<file path="src/sbc_pkg.sv">
/*
  Package for the smart-battery charge state machine: register map,
  field positions, reset values, states and timing counts.
  Assumes a 20 MHz system clock and an AXI4-Lite register bus.
*/
package sbc_pkg;

  // ==========================================================
  // clock and timing
  localparam int unsigned CLK_HZ             = 20_000_000;
  localparam int unsigned TICK_HZ            = 1000;
  localparam int unsigned TICK_DIV           = CLK_HZ / TICK_HZ;
  localparam int unsigned WATCHDOG_SEC       = 175;
  localparam int unsigned WATCHDOG_TICKS     = WATCHDOG_SEC * TICK_HZ;
  localparam int unsigned QUARTER_TICKS      = WATCHDOG_TICKS / 4;

  // ==========================================================
  // register byte addresses
  localparam logic [7:0] ADDR_CONTROL     = 8'h00;
  localparam logic [7:0] ADDR_STATUS      = 8'h04;
  localparam logic [7:0] ADDR_CHG_VOLTAGE = 8'h08;
  localparam logic [7:0] ADDR_CHG_CURRENT = 8'h0C;
  localparam logic [7:0] ADDR_ALARM       = 8'h10;

  // control fields (backup_control_reg)
  localparam int CTL_INHIBIT  = 0;
  localparam int CTL_ZERO_REQ = 1;
  localparam int CTL_CAL      = 2;
  localparam int CTL_WIDTH    = 3;
  localparam logic [CTL_WIDTH-1:0] CTL_RESET = 3'h0;

  // status fields
  localparam int ST_STATE_LSB = 0;
  localparam int ST_FAULT     = 3;
  localparam int ST_ALARM     = 4;
  localparam int ST_INHIBIT   = 5;
  localparam int ST_CHARGING  = 6;
  localparam int ST_PRECOND_I = 7;
  localparam int ST_BULK_I    = 8;

  // alarm write: any set bit within ALARM_MASK blocks charging until reset
  localparam logic [15:0] ALARM_MASK = 16'hD800;

  localparam logic [1:0] RESP_OKAY   = 2'h0;
  localparam logic [1:0] RESP_SLVERR = 2'h2;

  // ==========================================================
  // types
  typedef enum logic [2:0] {
    SBC_RESET, SBC_WAKE, SBC_PRECOND, SBC_BULK, SBC_OFF, SBC_CAL
  } sbc_state_t;

  typedef struct packed {
    logic cold;
    logic ideal;
    logic under_range;
    logic hot;
    logic over_range;
  } sbc_safety_t;

  typedef struct packed {
    logic precond_current;
    logic bulk_current;
  } sbc_drive_t;

endpackage

</file>
<file path="src/sbc_charge_fsm.sv">
/*
  Smart-battery charge state machine with AXI4-Lite register slave.
  Assumes pins (safety decode, input sense, voltage comparators) are
  asynchronous and come from the analog front end; one clock, clk.
*/
// Added by the designer: the placing of the registers and the AXI4-Lite slave port.
// Summary of operation
// - wake-up charge drives a fixed current, ignoring stored requests.
// - wake-up current equals preconditioning current; precondition uses that limit.
// - wake-up timer runs the watchdog period of 175 seconds.
// - wake-up starts without requests, input present, battery present, safety not hot.
// - wake-up timeout while cold or under-range goes off, no fault flag.
// - hot reading in any charge state goes off.
// - over-range reading goes to reset from charge states and off.
// - input loss enters reset; wake-up resumes once input returns.
// - wake-up moves to precondition once both requests written non-zero.
// - alarm block flag set during charge goes off.
// - charge inhibit halts charging; active timer keeps running.
// - calibration start moves to calibration from wake, precondition, bulk, off.
// - zero written to either request during charge goes off.
// - zero-requests bit stops charging and goes off.
// - precondition held by one request pair; watchdog inactive there.
// - precondition enters bulk when battery exceeds bulk threshold.
// - quarter timer expiry in precondition goes off.
// - bulk uses bulk current; entry needs requests, safety, input.
// - bulk needs both requests rewritten each watchdog period, else off.
// - stored request values are never read back.
// - off state disallows all charging regardless of thermistor.
// - off enters precondition with requests, safe reading, inhibit clear.
// - overvoltage pauses charging until hysteresis, timers run, no fault.
`timescale 1ns/1ps
module sbc_charge_fsm (
  input  wire logic                 clk,
  input  wire logic                 reset_n,
  input  wire sbc_pkg::sbc_safety_t safety_pin,
  input  wire logic                 input_sense_divided,
  input  wire logic                 input_supply,
  input  wire logic                 battery_above_bulk,
  input  wire logic                 battery_overvoltage,
  input  wire logic                 battery_below_hyst,
  output sbc_pkg::sbc_drive_t       drive,
  output logic                      charge_fault_flag,
  output logic                      alarm_block_flag,
  output logic [2:0]                charge_state,
  input  wire logic [7:0]           s_axi_awaddr,
  input  wire logic                 s_axi_awvalid,
  output logic                      s_axi_awready,
  input  wire logic [31:0]          s_axi_wdata,
  input  wire logic [3:0]           s_axi_wstrb,
  input  wire logic                 s_axi_wvalid,
  output logic                      s_axi_wready,
  output logic [1:0]                s_axi_bresp,
  output logic                      s_axi_bvalid,
  input  wire logic                 s_axi_bready,
  input  wire logic [7:0]           s_axi_araddr,
  input  wire logic                 s_axi_arvalid,
  output logic                      s_axi_arready,
  output logic [31:0]               s_axi_rdata,
  output logic [1:0]                s_axi_rresp,
  output logic                      s_axi_rvalid,
  input  wire logic                 s_axi_rready
);

  // ==========================================================
  // pin synchronisers
  localparam int NSYNC = 9;
  logic [NSYNC-1:0] sync_a;
  logic [NSYNC-1:0] sync_b;
  logic [NSYNC-1:0] pins;
  assign pins = {safety_pin, input_sense_divided, input_supply,
                 battery_above_bulk, battery_overvoltage};
  // hysteresis comparator is folded into the overvoltage latch below
  logic hyst_a;
  logic hyst_b;

  always_ff @(posedge clk or negedge reset_n) begin
    if (!reset_n) begin
      sync_a <= '0;
      sync_b <= '0;
      hyst_a <= 1'b0;
      hyst_b <= 1'b0;
    end else begin
      sync_a <= pins;
      sync_b <= sync_a;
      hyst_a <= battery_below_hyst;
      hyst_b <= hyst_a;
    end
  end

  sbc_pkg::sbc_safety_t safety;
  logic input_ok;
  logic above_bulk;
  logic over_v;
  assign safety     = sync_b[8:4];
  assign input_ok   = sync_b[3] && sync_b[2];
  assign above_bulk = sync_b[1];
  assign over_v     = sync_b[0];

  logic safe_to_charge;
  assign safe_to_charge = (safety.cold || safety.ideal || safety.under_range) && !safety.hot
                          && !safety.over_range;

  // ==========================================================
  // axi4-lite slave: single outstanding write and read
  logic        aw_held;
  logic        w_held;
  logic [7:0]  aw_addr;
  logic [31:0] w_data;
  logic [3:0]  w_strb;
  logic        wr_fire;

  assign s_axi_awready = !aw_held && !s_axi_bvalid;
  assign s_axi_wready  = !w_held && !s_axi_bvalid;
  assign wr_fire       = aw_held && w_held && !s_axi_bvalid;
  assign s_axi_arready = !s_axi_rvalid;

  always_ff @(posedge clk or negedge reset_n) begin
    if (!reset_n) begin
      aw_held <= 1'b0;
      aw_addr <= 8'h00;
    end else if (s_axi_awvalid && s_axi_awready) begin
      aw_held <= 1'b1;
      aw_addr <= s_axi_awaddr;
    end else if (wr_fire) begin
      aw_held <= 1'b0;
    end
  end

  always_ff @(posedge clk or negedge reset_n) begin
    if (!reset_n) begin
      w_held <= 1'b0;
      w_data <= 32'h0000_0000;
      w_strb <= 4'h0;
    end else if (s_axi_wvalid && s_axi_wready) begin
      w_held <= 1'b1;
      w_data <= s_axi_wdata;
      w_strb <= s_axi_wstrb;
    end else if (wr_fire) begin
      w_held <= 1'b0;
    end
  end

  logic addr_known;
  assign addr_known = aw_addr inside {sbc_pkg::ADDR_CONTROL, sbc_pkg::ADDR_STATUS,
                      sbc_pkg::ADDR_CHG_VOLTAGE, sbc_pkg::ADDR_CHG_CURRENT,
                      sbc_pkg::ADDR_ALARM};

  always_ff @(posedge clk or negedge reset_n) begin
    if (!reset_n) begin
      s_axi_bvalid <= 1'b0;
      s_axi_bresp  <= sbc_pkg::RESP_OKAY;
    end else if (wr_fire) begin
      s_axi_bvalid <= 1'b1;
      s_axi_bresp  <= addr_known ? sbc_pkg::RESP_OKAY : sbc_pkg::RESP_SLVERR;
    end else if (s_axi_bready) begin
      s_axi_bvalid <= 1'b0;
    end
  end

  // request writes: the value is kept only as a nonzero flag
  logic wr_volt;
  logic wr_curr;
  logic wr_ctl;
  logic wr_alarm;
  logic [15:0] wr_word;
  assign wr_word  = w_data[15:0];
  assign wr_volt  = wr_fire && aw_addr == sbc_pkg::ADDR_CHG_VOLTAGE && w_strb[1:0] == 2'h3;
  assign wr_curr  = wr_fire && aw_addr == sbc_pkg::ADDR_CHG_CURRENT && w_strb[1:0] == 2'h3;
  assign wr_ctl   = wr_fire && aw_addr == sbc_pkg::ADDR_CONTROL && w_strb[0];
  assign wr_alarm = wr_fire && aw_addr == sbc_pkg::ADDR_ALARM && w_strb[1:0] == 2'h3;

  logic zero_write;
  assign zero_write = (wr_volt || wr_curr) && wr_word == 16'h0000;

  // ==========================================================
  // control register
  logic [sbc_pkg::CTL_WIDTH-1:0] control;
  logic charge_inhibit;
  logic zero_requests_bit;
  logic cal_start;
  assign charge_inhibit    = control[sbc_pkg::CTL_INHIBIT];
  assign zero_requests_bit = control[sbc_pkg::CTL_ZERO_REQ];
  assign cal_start         = control[sbc_pkg::CTL_CAL];

  sbc_pkg::sbc_state_t state;
  sbc_pkg::sbc_state_t next_state;

  always_ff @(posedge clk or negedge reset_n) begin
    if (!reset_n) begin
      control <= sbc_pkg::CTL_RESET;
    end else if (wr_ctl) begin
      control <= w_data[sbc_pkg::CTL_WIDTH-1:0];
    end else if (state == sbc_pkg::SBC_RESET) begin
      // reset state clears the host inhibit, as on power-on
      control[sbc_pkg::CTL_INHIBIT] <= 1'b0;
    end
  end

  // ==========================================================
  // request tracking
  logic volt_nz;
  logic curr_nz;
  logic volt_fresh;
  logic curr_fresh;
  logic requests_ok;
  assign requests_ok = volt_nz && curr_nz;

  always_ff @(posedge clk or negedge reset_n) begin
    if (!reset_n) begin
      volt_nz <= 1'b0;
      curr_nz <= 1'b0;
    end else if (zero_requests_bit || state == sbc_pkg::SBC_RESET) begin
      volt_nz <= 1'b0;
      curr_nz <= 1'b0;
    end else begin
      if (wr_volt) volt_nz <= wr_word != 16'h0000;
      if (wr_curr) curr_nz <= wr_word != 16'h0000;
    end
  end

  // ==========================================================
  // timebase and timers
  logic [$clog2(sbc_pkg::TICK_DIV)-1:0]       prescale;
  logic                                       tick;
  logic [$clog2(sbc_pkg::WATCHDOG_TICKS)-1:0] timer;
  logic                                       timer_done;
  logic                                       rewrite_pair;
  assign tick = prescale == ($clog2(sbc_pkg::TICK_DIV))'(sbc_pkg::TICK_DIV - 1);
  assign rewrite_pair = volt_fresh && curr_fresh;

  always_ff @(posedge clk or negedge reset_n) begin
    if (!reset_n) begin
      prescale <= '0;
    end else begin
      prescale <= tick ? '0 : prescale + 1'b1;
    end
  end

  always_comb begin
    unique case (state)
      sbc_pkg::SBC_PRECOND:
        timer_done = timer == ($bits(timer))'(sbc_pkg::QUARTER_TICKS - 1);
      sbc_pkg::SBC_WAKE, sbc_pkg::SBC_BULK:
        timer_done = timer == ($bits(timer))'(sbc_pkg::WATCHDOG_TICKS - 1);
      default:
        timer_done = 1'b0;
    endcase
  end

  // timer restarts on any state change; inhibit does not pause it
  always_ff @(posedge clk or negedge reset_n) begin
    if (!reset_n) begin
      timer <= '0;
    end else if (next_state != state) begin
      timer <= '0;
    end else if (state == sbc_pkg::SBC_BULK && rewrite_pair) begin
      timer <= '0;
    end else if (tick && !timer_done) begin
      timer <= timer + 1'b1;
    end
  end

  always_ff @(posedge clk or negedge reset_n) begin
    if (!reset_n) begin
      volt_fresh <= 1'b0;
      curr_fresh <= 1'b0;
    end else if (rewrite_pair || state != sbc_pkg::SBC_BULK) begin
      volt_fresh <= 1'b0;
      curr_fresh <= 1'b0;
    end else begin
      if (wr_volt) volt_fresh <= 1'b1;
      if (wr_curr) curr_fresh <= 1'b1;
    end
  end

  // ==========================================================
  // state machine
  logic charging_state;
  assign charging_state = state inside {sbc_pkg::SBC_WAKE, sbc_pkg::SBC_PRECOND,
                                        sbc_pkg::SBC_BULK};

  always_comb begin
    next_state = state;
    unique case (state)
      sbc_pkg::SBC_RESET: begin
        if (input_ok && !safety.over_range && safe_to_charge && !alarm_block_flag)
          next_state = requests_ok ? sbc_pkg::SBC_PRECOND : sbc_pkg::SBC_WAKE;
      end
      sbc_pkg::SBC_OFF: begin
        if (safety.over_range || !input_ok)
          next_state = sbc_pkg::SBC_RESET;
        else if (cal_start)
          next_state = sbc_pkg::SBC_CAL;
        else if (requests_ok && safe_to_charge && !charge_inhibit && !zero_requests_bit
                 && !alarm_block_flag)
          next_state = sbc_pkg::SBC_PRECOND;
      end
      sbc_pkg::SBC_CAL: begin
        if (!cal_start)
          next_state = sbc_pkg::SBC_OFF;
      end
      default: begin
        // charge states share their exit priority
        if (safety.over_range || !input_ok)
          next_state = sbc_pkg::SBC_RESET;
        else if (cal_start)
          next_state = sbc_pkg::SBC_CAL;
        else if (safety.hot || alarm_block_flag || zero_write || zero_requests_bit)
          next_state = sbc_pkg::SBC_OFF;
        else if (state == sbc_pkg::SBC_WAKE && requests_ok)
          next_state = sbc_pkg::SBC_PRECOND;
        else if (state == sbc_pkg::SBC_WAKE && timer_done)
          next_state = sbc_pkg::SBC_OFF;
        else if (state == sbc_pkg::SBC_PRECOND && above_bulk && requests_ok)
          next_state = sbc_pkg::SBC_BULK;
        else if (state == sbc_pkg::SBC_PRECOND && timer_done)
          next_state = sbc_pkg::SBC_OFF;
        else if (state == sbc_pkg::SBC_BULK && timer_done)
          next_state = sbc_pkg::SBC_OFF;
      end
    endcase
  end

  always_ff @(posedge clk or negedge reset_n) begin
    if (!reset_n) state <= sbc_pkg::SBC_RESET;
    else          state <= next_state;
  end

  // alarm block: set by alarm write, cleared only by the reset state
  always_ff @(posedge clk or negedge reset_n) begin
    if (!reset_n) begin
      alarm_block_flag <= 1'b0;
    end else if (wr_alarm && (wr_word & sbc_pkg::ALARM_MASK) != 16'h0000) begin
      alarm_block_flag <= 1'b1; // set wins over any clear
    end else if (state == sbc_pkg::SBC_RESET) begin
      alarm_block_flag <= 1'b0;
    end
  end

  // ==========================================================
  // overvoltage pause, no fault and no timer effect
  logic ov_pause;
  always_ff @(posedge clk or negedge reset_n) begin
    if (!reset_n)                ov_pause <= 1'b0;
    else if (over_v)             ov_pause <= 1'b1;
    else if (hyst_b)             ov_pause <= 1'b0;
  end

  logic run;
  assign run = charging_state && !charge_inhibit && !ov_pause && !safety.hot;

  always_ff @(posedge clk or negedge reset_n) begin
    if (!reset_n) begin
      drive             <= '0;
      charge_fault_flag <= 1'b0;
      charge_state      <= 3'h0;
    end else begin
      // wake and precondition share the precondition current limit
      drive.precond_current <= run && state != sbc_pkg::SBC_BULK;
      drive.bulk_current    <= run && state == sbc_pkg::SBC_BULK;
      charge_fault_flag     <= charging_state && safety.hot && !safety.under_range;
      charge_state          <= 3'(state);
    end
  end

  // ==========================================================
  // read path; request values are write-only
  always_ff @(posedge clk or negedge reset_n) begin
    if (!reset_n) begin
      s_axi_rvalid <= 1'b0;
      s_axi_rdata  <= 32'h0000_0000;
      s_axi_rresp  <= sbc_pkg::RESP_OKAY;
    end else if (s_axi_arvalid && s_axi_arready) begin
      s_axi_rvalid <= 1'b1;
      s_axi_rresp  <= sbc_pkg::RESP_OKAY;
      s_axi_rdata  <= 32'h0000_0000;
      unique case (s_axi_araddr)
        sbc_pkg::ADDR_CONTROL: s_axi_rdata <= 32'(control);
        sbc_pkg::ADDR_STATUS: begin
          s_axi_rdata[sbc_pkg::ST_STATE_LSB +: 3] <= 3'(state);
          s_axi_rdata[sbc_pkg::ST_FAULT]          <= charge_fault_flag;
          s_axi_rdata[sbc_pkg::ST_ALARM]          <= alarm_block_flag;
          s_axi_rdata[sbc_pkg::ST_INHIBIT]        <= charge_inhibit;
          s_axi_rdata[sbc_pkg::ST_CHARGING]       <= run;
          s_axi_rdata[sbc_pkg::ST_PRECOND_I]      <= drive.precond_current;
          s_axi_rdata[sbc_pkg::ST_BULK_I]         <= drive.bulk_current;
        end
        sbc_pkg::ADDR_CHG_VOLTAGE, sbc_pkg::ADDR_CHG_CURRENT, sbc_pkg::ADDR_ALARM: ;
        default: s_axi_rresp <= sbc_pkg::RESP_SLVERR;
      endcase
    end else if (s_axi_rready) begin
      s_axi_rvalid <= 1'b0;
    end
  end
endmodule

</file>
<file path="config.mk">
export PLATFORM = sky130hd
export DESIGN_NAME = sbc_charge_fsm
export DESIGN_NICKNAME = d
export VERILOG_FILES = /design/src/sbc_pkg.sv /design/src/sbc_charge_fsm.sv
export SDC_FILE = /design/constraint.sdc
export NUM_CORES = 1
export LEC_CHECK = 0
export BUFFER_PORTS_ARGS = -buffer_cell sky130_fd_sc_hd__buf_2
export CELL_PAD_IN_SITES_DETAIL_PLACEMENT = 1
export CELL_PAD_IN_SITES_GLOBAL_PLACEMENT = 2
export CORE_UTILIZATION = 25
export DETAILED_ROUTE_END_ITERATION = 16
export GPL_ROUTABILITY_DRIVEN = 0
export PLACE_DENSITY_LB_ADDON = 0.1
export SLEW_MARGIN = 20
export SYNTH_ARGS = -nofsm -noshare
export SYNTH_HDL_FRONTEND = slang
export SYNTH_SLANG_ARGS = --single-unit
</file>
<file path="constraint.sdc">
create_clock -name clk -period 6.45 [get_ports clk]
set_clock_uncertainty 0.1 [all_clocks]
set_input_delay 0.3225 -clock clk [delete_from_list [all_inputs] [get_ports clk]]
set_output_delay 0.3225 -clock clk [all_outputs]
set_load 0.02 [all_outputs]
</file>
==> results of run 1 <==
==> layer usage <==
layer  vias up  global-route usage  wire length [µm]  part of all wire
met5         -                   0                 0                 0
met4         0              0.0504               203             0.017
met3        12              0.0267               510             0.042
met2        88               0.202              5480              0.46
met1      1809               0.172              5810              0.48
li1       1702                   -                 -                 -
==> worst register-to-register path: cells and delay by family (launching register included) <==
kind	cells	cell delay, ns
flip-flops	1	0.70
AND/OR/NAND/NOR	4	1.36
AO/OA/AOI/OAI	3	0.95
==> power breakdown <==
| group | switching (mW) | internal [mW] | total [mW] |
|---|---|---|---|
| clock network | 0.283 | 0.310 | 0.593 |
| logic | 0.137 | 0.138 | 0.275 |
| registers | 0.0772 | 0.808 | 0.885 |
| total | 0.497 | 1.26 | 1.75 |
==> cell families after synthesis <==
family	after synthesis	synth area share
AOI/OAI and AO/OA	49	0.0750
muxes	36	0.0790
adders and majority gates	2	0.00498
other	1	0.000747
xor gates and xnor gates	29	0.0506
DFF	112	0.558
and+or+nand+nor	167	0.173
buffers and inverters	50	0.0583
==> area by class of cell <==
type / count / area, µm² / share of cell area
Inverter: 12 / 45.0 / 0.00752
Clock buffer: 9 / 225 / 0.0376
Tap cell: 265 / 332 / 0.0553
Clock inverter: 7 / 87.6 / 0.0146
Sequential cell: 112 / 2800 / 0.468
Timing Repair Buffer: 85 / 483 / 0.0806
Multi-Input combinational cell: 308 / 2020 / 0.336
==> repair_timing <==
item	CTS	global route
gates resized for setup	0	0
hold buffers	10	0
hold endpoints to repair	10	0
==> Yosys cell counts, drive strengths merged, types with 3 or more instances <==
cell | n | share of area
nand2 | 28 | 0.021
nand4 | 11 | 0.014
nor4 | 10 | 0.012
and4 | 5 | 0.0087
o22ai | 3 | 0.0037
nand3 | 13 | 0.013
buf | 29 | 0.043
xnor2 | 11 | 0.019
a21oi | 5 | 0.0050
a21o | 4 | 0.0060
clkbuf | 9 | 0.0067
nor2b | 4 | 0.0050
mux2 | 29 | 0.065
a22o | 6 | 0.010
and3 | 9 | 0.011
dfrtp | 112 | 0.56
nor3 | 17 | 0.017
xor2 | 18 | 0.031
mux2i | 7 | 0.014
and2 | 3 | 0.0037
nand3b | 3 | 0.0045
o21ai | 10 | 0.010
nor2 | 49 | 0.037
inv | 12 | 0.0090
or4 | 3 | 0.0045
a31oi | 4 | 0.0050
==> stage by stage <==
step	setup WS, ns	total power [mW]	std cells
2_1_floorplan	3.87	1.09	470
3_3_place_gp	3.26	1.17	772
3_5_place_dp	3.20	1.18	772
4_1_cts	3.19	1.79	798
5_1_grt	2.88	1.86	798
6_report	3.28	1.75	798
==> flip-flops by register name, summed over array words and instances (netlist names), 8 cells and up <==
name / count
w_data: 16
sync_b: 9
timer: 18
s_axi_rdata: 9
aw_addr: 8
sync_a: 9
prescale: 15
==> cells in the final DEF (no fill, tap or decap), types with 5 or more instances in the layout <==
| cell | count |
|---|---|
| clkbuf_16 | 9 |
| a21oi_1 | 5 |
| and3_1 | 9 |
| inv_1 | 12 |
| nor2_1 | 49 |
| mux2_2 | 29 |
| nand3_1 | 13 |
| buf_2 | 72 |
| a22o_1 | 6 |
| xor2_1 | 18 |
| o21ai_0 | 10 |
| nor3_1 | 17 |
| dfrtp_1 | 112 |
| conb_1 | 25 |
| nand2_1 | 28 |
| xnor2_1 | 11 |
| mux2i_1 | 7 |
| dlygate4sd3_1 | 10 |
| nor4_1 | 10 |
| nand4_1 | 11 |
| and4_1 | 5 |
==> path summary, 6_finish.rpt <==
check,startpoint,endpoint,depth (start not counted)
min in group clk,s_axi_bready,s_axi_bvalid,2
max reg2reg,state[0],timer[9],7
max in group asynchronous,reset_n,prescale[0],2
min reg2reg,sync_a[0],sync_b[0],0
max,state[0],timer[9],7
min,reset_n,s_axi_rresp[1],1
==> results.yml, run 1 <==
route:
  antenna_left: 0
  via_count: 3611
  firstDrtPassIters: 4
  wl_mm: 12.0
  drc: 0
  wl_per_cell_um: 15.1
  drt_iter0_markers: 114
  post_drt_via_cell_ratio: 4.53
layout:
  nFillCells: 2220
  areaGrowthSynthToFinish_pct: 19.3
  final_util: 0.306
  layout-drive-gt1-share: 0.236
  finalInstanceArea_um2: 5990
  n_antenna_cell: 0
  nets: 599
synth:
  synthesis.instances: 446
  yosysSeqAreaShare: 0.558
  syn_area_per_cell_um2: 11.3
  synth_ff_type: "dfrtp_1"
  netlist_area_um2: 5020
  ys.warnings.count: 0
  ys_ff_latch: 112
  synth.distinct_cells: 53
  synth_edf_count: 0
  synthArstFlopShare: 1.00
sta:
  setup_tns_ns: 0
  max_slew_margin: 0.360
  clock.fmax_mhz: 316
  finalSetupViolations: 0
  maxSlewViolCount: 0
  worst-slew-pin-transition_ns: 0.953
  layout_min_cycle_time_ns: 3.17
  final.period_utilization: 0.491
  rsz0062_at_grt: "no"
  hold_viol_final: 56
  whs_ns: -0.0270
worst_hold_path:
  hp-class: "in -> async"
status:
  status: "finished with violations"
  violations: "negative hold slack"
cts:
  tritoncts: "done"
  clk_latency_ns: 0.36
  h-tree-depth: 3
  cts_root_buf: "clkbuf_16"
  cts_made_buffers: 9
  cts.sinks: 112
  path_clk_slew_ns: 0.08
  post_cts_buffers: 0
  clockBufferDepth: 2
pwr:
  leakagePower_nw: 2.74
  ir_drop_mv: 0.127
  power.density_nw_per_um2: 293
floorplanning:
  die-area_um2: 20700
  coreArea_um2: 19600
  initial_utilization: 0.256
  rows: 51
  fp.dieW_um: 144
  die_h_um: 144
  io_pins: 117
worst_setup_path:
  crit_fanout: 18
  crit_family: "simple AND/OR/NAND/NOR gates"
  crit_type: "reg -> reg"
  critPathArrivalTime_ns: 3.35
  cp_slowest_cell: "dfrtp_1"
  path_buf_inv: 0
  worst_setup_path_start_kind: "register"
  path_cells: "nor2b_1, nor3_1, o2111ai_2, a211oi_1, nor4_1, o2111ai_4, nor2_1"
  crit_path_end_kind: "register"
  worst_ep_required_time_ns: 6.63
  r2r_slack_ns: 3.28
  cp_slowest_stage_delay_ns: 0.70
global_routing:
  grt_pass1_wl_mm: 20.3
  grt_max_degree: 66
  gr-usage-all-layers: 0.128
  gr-total-overflow: 0
  antenna_found_initial: 0
  grt_pass1_vias: 3836
place:
  portBuffers: 73
  hpwl_mm: 8.66
  post_dp_cell_area_um2: 5580
run:
  cap_violations: 0
(Power assumes the default switching activity.)
==> inputs of run 2 (changes only) <==
--- a/config.mk
+++ b/config.mk
@@ -5,6 +5,7 @@
 export SDC_FILE = /design/constraint.sdc
 export NUM_CORES = 1
 export LEC_CHECK = 0
+export ABC_AREA = 1
 export BUFFER_PORTS_ARGS = -buffer_cell sky130_fd_sc_hd__buf_2
 export CELL_PAD_IN_SITES_DETAIL_PLACEMENT = 1
 export CELL_PAD_IN_SITES_GLOBAL_PLACEMENT = 2
==> constraint.sdc (replaced) <==
create_clock -name clk -period 2.7 [get_ports clk]
set_clock_uncertainty 0.1 [all_clocks]
set_input_delay 0.135 -clock clk [delete_from_list [all_inputs] [get_ports clk]]
set_output_delay 0.135 -clock clk [all_outputs]
set_load 0.02 [all_outputs]
==> run 2 against run 1 <==
- the flow now finishes without violations
- critical path depth rose by 5
- die area rose by 3.6%
- sequential power rose by 140%
- sequential share of layout area fell by 4.3 points
- clock power rose by 130%
- setup slack got worse by 2.9 ns
- register-to-register slack got worse by 2.9 ns
- wire length rose by 12%
- fmax rose by 35%
- area after synthesis rose by 3.6%
- worst hold slack improved by 0.11 ns
- critical endpoint is now timer[6]
- largest cell class unchanged
==> results.yml, run 2 <==
status:
  status: "complete, no violations"
sta:
  whs_ns: 0.0836
  setup_tns_ns: 0
  hold_viol_final: 0
  layout_min_cycle_time_ns: 2.34
  final.period_utilization: 0.866
  max_slew_margin: 0.423
  maxSlewViolCount: 0
  rsz0062_at_grt: "no"
  clock.fmax_mhz: 428
  final.setup.worst_slack_ns: 0.361
  worst-slew-pin-transition_ns: 0.863
  finalSetupViolations: 0
cts:
  h-tree-depth: 3
  clockBufferDepth: 2
  cts_made_buffers: 9
  path_clk_slew_ns: 0.08
  cts.sinks: 112
  cts_root_buf: "clkbuf_16"
  tritoncts: "done"
  clk_latency_ns: 0.36
run:
  cap_violations: 0
global_routing:
  grt_pass1_vias: 4522
  grt_pass1_wl_mm: 22.7
  gr-total-overflow: 0
  grt_max_degree: 48
  gr-usage-all-layers: 0.136
  antenna_found_initial: 0
pwr:
  ir_drop_mv: 0.350
  finalPower_mw: 4.95
  leakagePower_nw: 3.11
  power.density_nw_per_um2: 750
worst_setup_path:
  rr_startpoint: "prescale[0]"
  worstReg2RegEnd: "timer[6]"
  crit_type: "reg -> reg"
  worst_setup_path_start_kind: "register"
  r2r_slack_ns: 0.36
  critPathArrivalTime_ns: 2.53
  worst_ep_required_time_ns: 2.89
  reg2reg_depth: 12
  crit_fanout: 4
  path_cells: "ha_1, nand4_1, nor3_2, nand2_1, inv_1, nand3_1, nor2_1, nand2_1, o21ai_1, o21a_1, inv_1, nor2_2"
  crit_path_end_kind: "register"
  cp_slowest_stage_delay_ns: 0.39
  cp_slowest_cell: "dfrtp_1"
synth:
  synth_top_area_frac: 0.539
  ys_ff_latch: 112
  synth_edf_count: 0
  synthArstFlopShare: 1.00
  synth_ff_type: "dfrtp_1"
  synth_top_area_cell: "dfrtp_1"
  netlist_area_um2: 5200
  yosysSeqAreaShare: 0.539
  syn_area_per_cell_um2: 9.13
  synthesis.instances: 570
  synth_top_cells_by_count: "112 x dfrtp_1, 104 x nand2_1, 70 x inv_1, 65 x nor2_1, 27 x nand3_1"
  synth_most_common_cell: "dfrtp_1"
  synthTopCellsByArea: "dfrtp_1 54%, nand2_1 7.5%, inv_1 5.0%"
  ys.warnings.count: 0
  synth.distinct_cells: 44
layout:
  final_util: 0.325
  stdcell_count: 975
  nets: 771
  layout-drive-gt1-share: 0.209
  largestRegisters: "timer x18, w_data x16, prescale x15"
  largest_register_ffs: 18
  areaGrowthSynthToFinish_pct: 26.8
  final_common_cell: "dfrtp_1"
  n_antenna_cell: 0
  final_cell_mix: "112 x dfrtp_1, 104 x nand2_1, 72 x buf_2"
  largest-register: "timer"
  finalInstanceArea_um2: 6600
worst_hold_path:
  whs_endpoint: "s_axi_rresp[1]"
  holdPathStages: 5
  hp-class: "in -> reg"
  min_from: "s_axi_araddr[5]"
route:
  drc: 0
  wl_mm: 13.4
  via_count: 4139
  wl_per_cell_um: 13.8
  post_drt_via_cell_ratio: 4.25
  firstDrtPassIters: 4
  drt_iter0_markers: 93
  antenna_left: 0
place:
  numPlacedInstances: 917
  post_dp_cell_area_um2: 5880
  portBuffers: 73
  hpwl_mm: 10.2
  place_ws_ns: 0.211
floorplanning:
  die-area_um2: 21400
  die_h_um: 146
  io_pins: 117
  initial_utilization: 0.256
  coreArea_um2: 20300
  rows: 52
  fp.dieW_um: 146
-- run 2: layer usage --
metal / global-route usage / part of all wire / vias up
met2: 0.249 / 0.52 / 58
met3: 0.0366 / 0.031 / 7
met4: 0.0281 / 0.0085 / 0
met1: 0.160 / 0.44 / 2024
li1: - / - / 2050
met5: 0 / 0 / -
-- run 2: cells by family (layout without fill, tap and decap cells) --
kind of cell | count (synthesis) | in the layout | share of synthesized area
AND/OR/NAND/NOR | 258 | 258 | 0.226
other | 1 | 25 | 0.000721
buffers and inverters | 104 | 215 | 0.0955
multiplexers | 19 | 19 | 0.0409
flip-flops | 112 | 112 | 0.539
adder cells (fa/ha/maj) | 2 | 2 | 0.00481
XOR/XNOR | 15 | 15 | 0.0252
AO/OA/AOI/OAI | 59 | 59 | 0.0678
-- run 2: what timing repair did --
action	in CTS	in global routing
buffers inserted	0	2
gates resized for setup	0	0
setup endpoints to repair	0	17
hold buffers	40	0
endpoints found under the hold margin	84	0
-- run 2: area by class of cell --
| cell class | count | area (µm²) |
|---|---|---|
| clock buffers | 9 | 225 |
| clock inverters | 7 | 70.1 |
| fillers | 2417 | 13700 |
| inverters | 72 | 270 |
| multi-input cells | 378 | 1990 |
| flip-flops and latches | 112 | 2800 |
| well taps | 270 | 338 |
| repair buffers | 127 | 898 |
-- run 2: worst max-delay path by stage --
stage | start | to | cells past startpoint
CTS | w_data[14] | timer[16] | 17
detailed placement | w_data[14] | timer[16] | 17
global placement | s_axi_bvalid | timer[13] | 17
global route | s_axi_bvalid | timer[11] | 18
floorplan | s_axi_bvalid | timer[0] | 18
finish | prescale[0] | timer[6] | 12
-- run 2: where the power goes --
group	switching (mW)	internal (mW)
clock	0.699	0.656
combinational	0.878	0.571
sequential	0.174	1.97
total	1.75	3.20
-- run 2: worst max-delay path, delay by kind of cell, from the launching register on --
family	cells	cell delay, ns
adder cells (fa/ha/maj)	1	0.22
buffers and inverters	2	0.13
AND/OR/NAND/NOR	7	1.16
AO/OA/AOI/OAI	2	0.28
flip-flops	1	0.39
==> inputs of run 3 (changes only) <==
--- a/config.mk
+++ b/config.mk
@@ -5,15 +5,16 @@
 export SDC_FILE = /design/constraint.sdc
 export NUM_CORES = 1
 export LEC_CHECK = 0
-export ABC_AREA = 1
 export BUFFER_PORTS_ARGS = -buffer_cell sky130_fd_sc_hd__buf_2
 export CELL_PAD_IN_SITES_DETAIL_PLACEMENT = 1
 export CELL_PAD_IN_SITES_GLOBAL_PLACEMENT = 2
 export CORE_UTILIZATION = 25
 export DETAILED_ROUTE_END_ITERATION = 16
 export GPL_ROUTABILITY_DRIVEN = 0
+export HOLD_SLACK_MARGIN = 0.03
 export PLACE_DENSITY_LB_ADDON = 0.1
 export SLEW_MARGIN = 20
 export SYNTH_ARGS = -nofsm -noshare
 export SYNTH_HDL_FRONTEND = slang
 export SYNTH_SLANG_ARGS = --single-unit
+export TNS_END_PERCENT = 30
==> run 3 against run 2 <==
- flip-flop and latch count unchanged
- highest routed layer unchanged
- cell count decreased by 10%
- critical path depth fell by 4
- register-to-register slack worse by 0.27 ns
- setup slack got worse by 0.27 ns
- largest power group unchanged
- die area is 3.5% lower
- critical path type unchanged
- clock-buffer cell count up 2
- worst hold slack better by 0.0043 ns
- combinational power fell by 45%
==> results.yml, run 3 (synthesis gave the netlist of run 1 again) <==
cts:
  path_clk_slew_ns: 0.08
  clk_latency_ns: 0.36
  cts_root_buf: "clkbuf_16"
  cts.sinks: 112
  clockBufferDepth: 2
  h-tree-depth: 3
  cts_made_buffers: 9
  tritoncts: "done"
floorplanning:
  rows: 51
  die_h_um: 144
  die-area_um2: 20700
  fp.dieW_um: 144
  coreArea_um2: 19600
  initial_utilization: 0.256
  io_pins: 117
layout:
  nFillCells: 2211
  final_util: 0.345
  n_antenna_cell: 0
  largest_register_ffs: 18
  layout-drive-gt1-share: 0.297
  largest-register: "timer"
  final_common_cell: "dfrtp_1"
  final_cell_mix: "110 x dfrtp_1, 72 x buf_2, 48 x nor2_1"
  largestRegisters: "timer x18, w_data x16, prescale x15"
  areaGrowthSynthToFinish_pct: 34.6
  nets: 676
worst_setup_path:
  crit_fanout: 9
  path_common_cell: "buf_12"
  path_cells: "buf_12, nand2_1, a2111oi_4, or4b_2, a22o_4, o2111ai_4, buf_12, nor2_1"
  path_buf_inv: 2
  crit_path_end_kind: "register"
  critPathArrivalTime_ns: 2.75
  cp_slowest_stage_delay_ns: 0.64
  cp_slowest_cell: "or4b_2"
  worst_ep_required_time_ns: 2.85
  crit_family: "compound AO/OA/AOI/OAI gates"
  crit_type: "reg -> reg"
  worst_setup_path_start_kind: "register"
pwr:
  ir_drop_mv: 0.287
  power.density_nw_per_um2: 626
  leakagePower_nw: 3.12
  finalPower_mw: 4.23
global_routing:
  grt_pass1_wl_mm: 22.1
  grt_max_degree: 42
  gr-usage-all-layers: 0.139
  grt_pass1_vias: 4281
  gr-total-overflow: 0
  antenna_found_initial: 0
route:
  via_count: 3925
  wl_mm: 13.3
  drc: 0
  post_drt_via_cell_ratio: 4.49
  antenna_left: 0
  wl_per_cell_um: 15.1
  firstDrtPassIters: 4
  drt_iter0_markers: 98
sta:
  rsz0062_at_grt: "yes"
  max_slew_margin: 0.660
  clock.fmax_mhz: 384
  worst-slew-pin-transition_ns: 0.505
  maxSlewViolCount: 0
  layout_min_cycle_time_ns: 2.61
  finalSetupViolations: 0
  hold_viol_final: 0
  final.period_utilization: 0.965
worst_hold_path:
  hp-class: "in -> reg"
status:
  status: "complete, no violations"
place:
  portBuffers: 73
  hpwl_mm: 9.31
run:
  cap_violations: 0
-- run 3: what timing repair did --
item	CTS	global route
resized for setup	5	9
hold buffers	42	0
hold endpoints to repair	68	0
endpoints found under the setup margin	17	18
cloned	2	0
pin swaps	3	5
setup buffers	2	5
-- run 3: metal layers --
layer  track usage  vias to the layer above  routed length, µm
li1              -                     1856                  -
met1         0.187                     1971               6400
met5             0                        -                  0
met3        0.0230                       12                409
met2         0.223                       86               6250
met4        0.0538                        0                193
-- run 3: worst reg2reg max path: cells and delay by family (launching register included) --
family,cells,cell delay [ns]
AND/OR/NAND/NOR,3,0.81
AO/OA/AOI/OAI,3,0.88
flip-flops,1,0.43
buffers and inverters,2,0.28
-- run 3: area by class of cell --
type / count / area, µm² / area share
inverters: 12 / 45.0 / 0.00667
flip-flops and latches: 112 / 2810 / 0.415
clock buffers: 11 / 253 / 0.0374
multi-input cells: 310 / 2120 / 0.314
repair buffers: 160 / 1160 / 0.172
clock inverters: 5 / 38.8 / 0.00574
well taps: 265 / 332 / 0.0491
-- run 3: metrics by stage --
step                instances  setup TNS [ns]  setup WS, ns  cell area (µm²)  hold slack [ns]
CTS                       870               0        0.0227             6660           0.0884
detailed placement        808          -0.148       -0.0191             5870           0.0142
finish                    875               0        0.0935             6760           0.0879
global route              875         -0.0284       -0.0106             6760            0.152
floorplan                 470               0         0.124             5110           -0.261
global placement          808               0        0.0139             5870          0.00842
-- run 3: final timing paths --
kind,end,slack (ns),cells after the start,from
min in group asynchronous,s_axi_rresp[1],0.17,2,reset_n
setup / recovery,timer[14],0.09,8,state[0]
max in group asynchronous,state[2],1.60,3,reset_n
hold reg to reg,sync_b[8],0.26,0,sync_a[8]
setup reg to reg,timer[14],0.09,8,state[0]
hold / removal,s_axi_rdata[1],0.09,4,s_axi_araddr[7]
-- run 3: power by group --
part           internal (mW)  total (mW)  switching, mW
Clock                  0.685        1.33          0.641
Sequential              1.93        2.10          0.172
Combinational          0.427       0.802          0.375
